### src/shared/jcfb_defines.svh
/*
 * Constants of the character bridge: register select codes, field
 * positions inside the two bus words, and build defaults.
 * Assumes it is included by its bare name from the design files.
 */
`ifndef JCFB_DEFINES_SVH
`define JCFB_DEFINES_SVH

// register select on the one-bit word address
`define JCFB_SEL_DATA      1'b0
`define JCFB_SEL_CTRL      1'b1

// data word fields
`define JCFB_DATA_CHAR_LSB 0
`define JCFB_DATA_VALID    15
`define JCFB_DATA_AVAIL_LSB 16

// control word fields
`define JCFB_CTRL_RIE      0
`define JCFB_CTRL_WIE      1
`define JCFB_CTRL_RIP      8
`define JCFB_CTRL_WIP      9
`define JCFB_CTRL_SPACE_LSB 16

// build defaults and limits
`define JCFB_DEPTH_DEF     64
`define JCFB_DEPTH_MIN     8
`define JCFB_DEPTH_MAX     32768
`define JCFB_THRESH_DEF    8

`endif

### src/shared/jcfb_pkg.sv
/*
 * Types shared by the character bridge files.
 * Assumes nothing beyond a SystemVerilog compiler.
 */
package jcfb_pkg;
	typedef logic [7:0]  jcfb_char_t;   // one character
	typedef logic [15:0] jcfb_count_t;  // fill or space count on the bus
	typedef logic [31:0] jcfb_word_t;   // one bus word
endpackage

### src/core/jcfb_fifo.sv
/*
 * Character FIFO with a registered head word, built either from a
 * register array or from a plain memory array.
 * Assumes one clock, asynchronous active-high reset, DEPTH a power of two.
 */
`timescale 1ns/1ns
`default_nettype none
module jcfb_fifo #(
	parameter int WIDTH    = 8,   // word width
	parameter int DEPTH    = 64,  // entries, power of two
	parameter bit USE_REGS = 1'b0 // 1: flip-flops, 0: memory array
) (
	input  wire logic               clk_i,      // system clock
	input  wire logic               rst_i,      // async reset, high
	input  wire logic               wr_valid_i, // push request
	input  wire logic [WIDTH-1:0]   wr_data_i,  // pushed word
	output logic                    wr_ready_o, // not full
	output logic                    rd_valid_o, // not empty
	input  wire logic               rd_ready_i, // pop request
	output logic [WIDTH-1:0]        rd_data_o,  // head word, registered
	output logic [$clog2(DEPTH):0]  count_o     // words held
);
	localparam int AW = $clog2(DEPTH);

	logic [AW-1:0]    wr_ptr_reg;
	logic [AW-1:0]    rd_ptr_reg;
	logic [AW-1:0]    rd_ptr_next;
	logic [AW:0]      count_reg;
	logic [WIDTH-1:0] rd_data_reg;
	logic [WIDTH-1:0] store [DEPTH];
	logic             push;
	logic             pop;

	// handshakes
	assign wr_ready_o  = (count_reg != (AW+1)'(DEPTH));
	assign rd_valid_o  = (count_reg != '0);
	assign push        = wr_valid_i && wr_ready_o;
	assign pop         = rd_ready_i && rd_valid_o;
	assign rd_ptr_next = pop ? rd_ptr_reg + AW'(1) : rd_ptr_reg;
	assign rd_data_o   = rd_data_reg;
	assign count_o     = count_reg;

	// storage choice; held words read the same either way, but only the register cells reset to zero
	generate
		if (USE_REGS) begin : g_regs
			for (genvar i = 0; i < DEPTH; i++) begin : g_cell
				always_ff @(posedge clk_i or posedge rst_i) begin
					if (rst_i) begin
						store[i] <= '0;
					end else if (push && wr_ptr_reg == AW'(i)) begin
						store[i] <= wr_data_i;
					end
				end
			end
		end else begin : g_mem
			always_ff @(posedge clk_i) begin
				if (push) begin
					store[wr_ptr_reg] <= wr_data_i;
				end
			end
		end
	endgenerate

	// head register, bypassing a word written into an emptied slot
	always_ff @(posedge clk_i or posedge rst_i) begin
		if (rst_i) begin
			rd_data_reg <= '0;
		end else if (push && wr_ptr_reg == rd_ptr_next) begin
			rd_data_reg <= wr_data_i;
		end else begin
			rd_data_reg <= store[rd_ptr_next];
		end
	end

	// pointers and fill count
	always_ff @(posedge clk_i or posedge rst_i) begin
		if (rst_i) begin
			wr_ptr_reg <= '0;
			rd_ptr_reg <= '0;
			count_reg  <= '0;
		end else begin
			rd_ptr_reg <= rd_ptr_next;
			if (push) begin
				wr_ptr_reg <= wr_ptr_reg + AW'(1);
			end
			if (push && !pop) begin
				count_reg <= count_reg + (AW+1)'(1);
			end else if (pop && !push) begin
				count_reg <= count_reg - (AW+1)'(1);
			end
		end
	end
endmodule // jcfb_fifo
`default_nettype wire

### src/core/jcfb_bridge.sv
/*
 * Character bridge between a memory-mapped slave port and the scan-chain
 * side, with one FIFO per direction and a level interrupt.
 * Assumes a single bus master and a hub that feeds the scan-side ports.
 */
`timescale 1ns/1ns
`default_nettype none
`include "jcfb_defines.svh"
module jcfb_bridge #(
	parameter int WR_DEPTH  = `JCFB_DEPTH_DEF,  // write FIFO entries
	parameter int RD_DEPTH  = `JCFB_DEPTH_DEF,  // read FIFO entries
	parameter int WR_THRESH = `JCFB_THRESH_DEF, // write fill threshold
	parameter int RD_THRESH = `JCFB_THRESH_DEF, // read space threshold
	parameter bit USE_REGS  = 1'b0              // FIFOs in flip-flops
) (
	input  wire logic               clk_i,           // system clock
	input  wire logic               rst_i,           // async reset, high
	input  wire logic               bus_addr_i,      // 0 data, 1 control
	input  wire logic               bus_read_i,      // read strobe
	input  wire logic               bus_write_i,     // write strobe
	input  wire jcfb_pkg::jcfb_word_t bus_wdata_i,   // write data
	output jcfb_pkg::jcfb_word_t    bus_rdata_o,     // read data, next cycle
	output logic                    irq_o,           // interrupt, high
	input  wire logic               scan_rx_valid_i, // host char offered
	input  wire jcfb_pkg::jcfb_char_t scan_rx_data_i,// host char
	output logic                    scan_rx_ready_o, // read FIFO has room
	output logic                    scan_tx_valid_o, // char for host
	output jcfb_pkg::jcfb_char_t    scan_tx_data_o,  // char for host
	input  wire logic               scan_tx_ready_i  // host takes char
);
	localparam int WAW = $clog2(WR_DEPTH);
	localparam int RAW = $clog2(RD_DEPTH);

	logic                 wr_push;
	logic                 wr_ready;
	logic [WAW:0]         wr_count;
	logic                 rd_pop;
	logic                 rd_valid;
	jcfb_pkg::jcfb_char_t rd_char;
	logic [RAW:0]         rd_count;
	logic [RAW:0]         rd_space;
	logic [WAW:0]         wr_space;
	logic                 rie_reg;
	logic                 wie_reg;
	logic                 rip;
	logic                 wip;
	logic                 irq_reg;
	jcfb_pkg::jcfb_word_t rdata_reg;
	jcfb_pkg::jcfb_word_t rdata_next;

	// data accesses move characters through the FIFOs
	assign wr_push  = bus_write_i && bus_addr_i == `JCFB_SEL_DATA;
	assign rd_pop   = bus_read_i && bus_addr_i == `JCFB_SEL_DATA;
	assign rd_space = (RAW+1)'(RD_DEPTH) - rd_count;
	assign wr_space = (WAW+1)'(WR_DEPTH) - wr_count;

	// bus to host direction
	jcfb_fifo #(
		.WIDTH    (8),
		.DEPTH    (WR_DEPTH),
		.USE_REGS (USE_REGS)
	) u_wr_fifo (
		.clk_i      (clk_i),
		.rst_i      (rst_i),
		.wr_valid_i (wr_push),
		.wr_data_i  (bus_wdata_i[`JCFB_DATA_CHAR_LSB +: 8]),
		.wr_ready_o (wr_ready),
		.rd_valid_o (scan_tx_valid_o),
		.rd_ready_i (scan_tx_ready_i),
		.rd_data_o  (scan_tx_data_o),
		.count_o    (wr_count)
	);

	// host to bus direction
	jcfb_fifo #(
		.WIDTH    (8),
		.DEPTH    (RD_DEPTH),
		.USE_REGS (USE_REGS)
	) u_rd_fifo (
		.clk_i      (clk_i),
		.rst_i      (rst_i),
		.wr_valid_i (scan_rx_valid_i),
		.wr_data_i  (scan_rx_data_i),
		.wr_ready_o (scan_rx_ready_o),
		.rd_valid_o (rd_valid),
		.rd_ready_i (rd_pop),
		.rd_data_o  (rd_char),
		.count_o    (rd_count)
	);

	// control register: interrupt enables
	always_ff @(posedge clk_i or posedge rst_i) begin
		if (rst_i) begin
			rie_reg <= 1'b0;
			wie_reg <= 1'b0;
		end else if (bus_write_i && bus_addr_i == `JCFB_SEL_CTRL) begin
			rie_reg <= bus_wdata_i[`JCFB_CTRL_RIE];
			wie_reg <= bus_wdata_i[`JCFB_CTRL_WIE];
		end
	end

	// pending conditions follow the FIFO levels
	assign wip = wie_reg && (wr_count <= (WAW+1)'(WR_THRESH));
	assign rip = rie_reg && rd_valid
		&& (rd_space <= (RAW+1)'(RD_THRESH));

	// interrupt line, registered
	always_ff @(posedge clk_i or posedge rst_i) begin
		if (rst_i) begin
			irq_reg <= 1'b0;
		end else begin
			irq_reg <= rip || wip;
		end
	end
	assign irq_o = irq_reg;

	// read word assembly
	always_comb begin
		rdata_next = '0;
		if (bus_addr_i == `JCFB_SEL_DATA) begin
			rdata_next[`JCFB_DATA_CHAR_LSB +: 8] = rd_valid ? rd_char : 8'h00;
			rdata_next[`JCFB_DATA_VALID]          = rd_valid;
			rdata_next[`JCFB_DATA_AVAIL_LSB +: 16] = 16'(rd_count);
		end else begin
			rdata_next[`JCFB_CTRL_RIE]            = rie_reg;
			rdata_next[`JCFB_CTRL_WIE]            = wie_reg;
			rdata_next[`JCFB_CTRL_RIP]            = rip;
			rdata_next[`JCFB_CTRL_WIP]            = wip;
			rdata_next[`JCFB_CTRL_SPACE_LSB +: 16] = 16'(wr_space);
		end
	end

	// read data register, valid the cycle after the strobe
	always_ff @(posedge clk_i or posedge rst_i) begin
		if (rst_i) begin
			rdata_reg <= '0;
		end else if (bus_read_i) begin
			rdata_reg <= rdata_next;
		end
	end
	assign bus_rdata_o = rdata_reg;
endmodule // jcfb_bridge
`default_nettype wire

### config.mk
export PLATFORM = sky130hd
export DESIGN_NAME = jcfb_bridge
export DESIGN_NICKNAME = d
export VERILOG_FILES = /design/src/shared/jcfb_pkg.sv /design/src/core/jcfb_fifo.sv /design/src/core/jcfb_bridge.sv
export VERILOG_INCLUDE_DIRS = /design/src /design/src/shared
export SDC_FILE = /design/constraint.sdc
export NUM_CORES = 1
export LEC_CHECK = 0
export ABC_AREA = 0
export BUFFER_PORTS_ARGS = -buffer_cell sky130_fd_sc_hd__buf_2
export CAP_MARGIN = 20
export CORE_UTILIZATION = 45
export CTS_BUF_LIST = sky130_fd_sc_hd__clkbuf_16
export DETAILED_ROUTE_END_ITERATION = 7
export GPL_TIMING_DRIVEN = 0
export PLACE_DENSITY = 0.7
export SLEW_MARGIN = 20
export SYNTH_ARGS = -nofsm -noshare
export SYNTH_HDL_FRONTEND = slang
export SYNTH_SLANG_ARGS = --single-unit
### constraint.sdc
create_clock -name clk_i -period 4.4 [get_ports clk_i]
set_clock_uncertainty 0.05 [all_clocks]
set_input_delay 0.22 -clock clk_i [delete_from_list [all_inputs] [get_ports clk_i]]
set_output_delay 0.22 -clock clk_i [all_outputs]
set_load 0.005 [all_outputs]
==> flow_summary.json <==
{
  "grt_pass1_vias": 34662,
  "die_x_um": 339.7,
  "synth-main-ff-cell": "edfxtp_1",
  "synthDistinctLibCells": 79,
  "worstSetupPathType": "register to register",
  "drt_first_iter_violations": 5542,
  "initial_core_util": 0.4549,
  "crit_path_end_kind": "register",
  "yosys_warnings": 0,
  "drive_gt1_frac": 0.1471,
  "cts_root_buf": "clkbuf_16",
  "worstPathArrival_ns": 5.19,
  "violations": "negative hold slack, negative setup slack",
  "gp_congestion": 1.048,
  "final_cell_mix": "edfxtp_1, mux2i_1, nand2_1",
  "grt_max_degree": 66,
  "cp-startpoint": "u_rd_fifo.count_o[2]",
  "postSynthAreaPerCell_um2": 13.52,
  "drc": 0,
  "ys_ff_latch": 1099,
  "setup_violations": 10,
  "worst_slack_ns": -0.1955,
  "routed_wl_um": 175500,
  "final_common_cell": "edfxtp_1",
  "drv_slew": 0,
  "cts_buffers": 109,
  "antenna_found_initial": 12,
  "cts_buffer_depth": 3,
  "grtUsageMet2": 0.4215,
  "tns_ns": -0.9571,
  "placementRows": 123,
  "use_met3": 0.08205,
  "synthCells": 3794,
  "slew_headroom": 0.1865,
  "cts_tree": "yes",
  "max_cap_viol_count": 0,
  "core_um2": 112800,
  "worst_pin_slew_ns": 1.220,
  "grt_pass1_wl_um": 245100,
  "start_kind": "register",
  "post-dp-hpwl_um": 118400,
  "firstDrtPassIters": 6,
  "io_buffers": 50,
  "area_growth_pct": 13.55,
  "track_usage": 0.2954,
  "gr-total-overflow": 0,
  "required_ns": 5.00,
  "syn_area_um2": 51310,
  "fin_nets": 4048,
  "dieArea_um2": 115400,
  "power_leakage_nw": 20.28,
  "crit_fanout": 10,
  "vdd_drop_max_mv": 0.4433,
  "finalCritPeriodShare": 1.044,
  "h-tree-depth": 3,
  "hp-class": "input pin to register",
  "rsz0062_at_grt": "true",
  "synth_seq_area_share": 0.6358,
  "synth_edf_count": 1024,
  "die_h_um": 339.7,
  "clock.fmax_mhz": 217.6,
  "ant_nets": 0,
  "cts_sinks": 1099,
  "grt_use_met1": 0.4127,
  "nFillCells": 9410,
  "vias": 36365,
  "clk_latency_ns": 0.73,
  "worstHoldStart": "bus_addr_i",
  "hold_viol_final": 3,
  "busiest_layer": "met2",
  "r2r_start": "u_rd_fifo.count_o[2]",
  "outcome": "complete, but fails checks",
  "period_minus_slack_ns": 4.596,
  "p_per_area_nw_per_um2": 732.6,
  "routed_via_density": 6.524,
  "ioPinCount": 90,
  "wire_per_inst_um": 31.48,
  "preCtsSetupSlack_ns": -1.212,
  "hold_ws_ns": -0.01194,
  "cts.reportedPaths.clkPinSlew_ns": 0.07,
  "postSynth.asyncResetShare": 0.06824
}
==> worst paths after layout <==
| path | depth (start not counted) | end | slack, ns |
|---|---|---|---|
| setup / recovery | 12 | u_rd_fifo.rd_data_o[2] | -0.20 |
| hold / removal | 3 | u_wr_fifo.wr_ptr_reg[0] | -0.01 |
| setup reg to reg | 12 | u_rd_fifo.rd_data_o[2] | -0.20 |
| hold reg to reg | 2 | bus_rdata_o[7] | 0.44 |
| max in group asynchronous | 5 | u_rd_fifo.count_o[1] | 3.02 |
| min in group asynchronous | 4 | u_wr_fifo.rd_ptr_reg[1] | 0.62 |
==> what timing repair did <==
action,in CTS,in global routing
gates resized for setup,160,117
pin swaps,4,7
endpoints found under the hold margin,110,19
buffers inserted,0,5
endpoints found under the setup margin,75,121
hold buffers,5,1
==> logic make-up (layout without fill, tap and decap cells) <==
family          count (synthesis)  after routing  share of synthesized area
compound gates                683            683                    0.09432
xor+xnor                       44             44                   0.008876
fa+ha+maj                      21             21                   0.005413
buf+inv                       334            599                    0.02821
flops                        1099           1099                     0.6358
mux                           651            651                     0.1405
other cells                     1             16                 0.00007308
simple gates                  961            961                    0.08681
==> where the power goes <==
group          total [mW]  internal, mW  switching, mW
Sequential           12.5          12.0          0.455
Combinational        20.2          6.57           13.6
Clock                10.0          5.74           4.27
Total                42.7          24.3           18.4
==> synthesized netlist by cell type, types with 54 or more instances <==
cell type     n  area share
a21oi_1     163       0.016
nor2b_1     174       0.021
buf_2        74      0.0072
mux2i_1     567        0.11
o21ai_0      54      0.0053
nand3_1     110       0.011
dfrtp_1      75       0.037
clkbuf_1    138       0.010
a32oi_1      79       0.013
a211oi_1    220       0.032
nand2_1     382       0.028
nor2_1      207       0.015
edfxtp_1   1024        0.60
==> through the flow <==
| step | total power [mW] | util | cells | area [um2] | hold WS [ns] |
|---|---|---|---|---|---|
| finish | 42.68 | 0.5165 | 5574 | 58260 | -0.01194 |
| detailed placement | 31.19 | 0.4755 | 5363 | 53640 | 0.2071 |
| floorplan | 23.75 | - | 3807 | 51360 | 0.2689 |
| CTS | 41.44 | 0.5136 | 5565 | 57940 | 0.005613 |
| global placement | 30.95 | 0.4742 | 5357 | 53490 | 0.3842 |
| global route | 43.38 | 0.5165 | 5573 | 58260 | 0.01106 |
==> final cells by class <==
type / instances / area (um2) / share of cell area
flip-flops and latches: 1099 / 32630 / 0.5600
multi-input cells: 2374 / 17640 / 0.3028
clock buffers: 109 / 2728 / 0.04682
well taps: 1500 / 1877 / 0.03221
plain buffers: 274 / 1529 / 0.02624
clock inverters: 94 / 1121 / 0.01924
repair buffers: 71 / 529.3 / 0.009084
inverters: 51 / 203.9 / 0.003500
diodes: 2 / 5.005 / 0.00008590
==> critical path, stage by stage, from the launching register on <==
cell and delay [ns]:
dfrtp_1 0.44, or4_4 0.63, o31a_1 0.26, buf_2 0.19, inv_2 0.09, buf_6 0.19, nor2_1 0.13, xnor2_4 0.33
inv_1 0.12, nand2_1 0.54, o22ai_1 0.34, o311ai_1 0.76, o221a_2 0.42
==> routing by layer <==
layer | wire length [um] | vias to the layer above | part of all wire
met1 | 67810 | 18076 | 0.39
met5 | 128 | - | 0.00073
met3 | 24110 | 506 | 0.14
met4 | 9359 | 12 | 0.053
met2 | 74050 | 2769 | 0.42
li1 | - | 15002 | -
No activity file was read; power rests on OpenSTA's default activity.
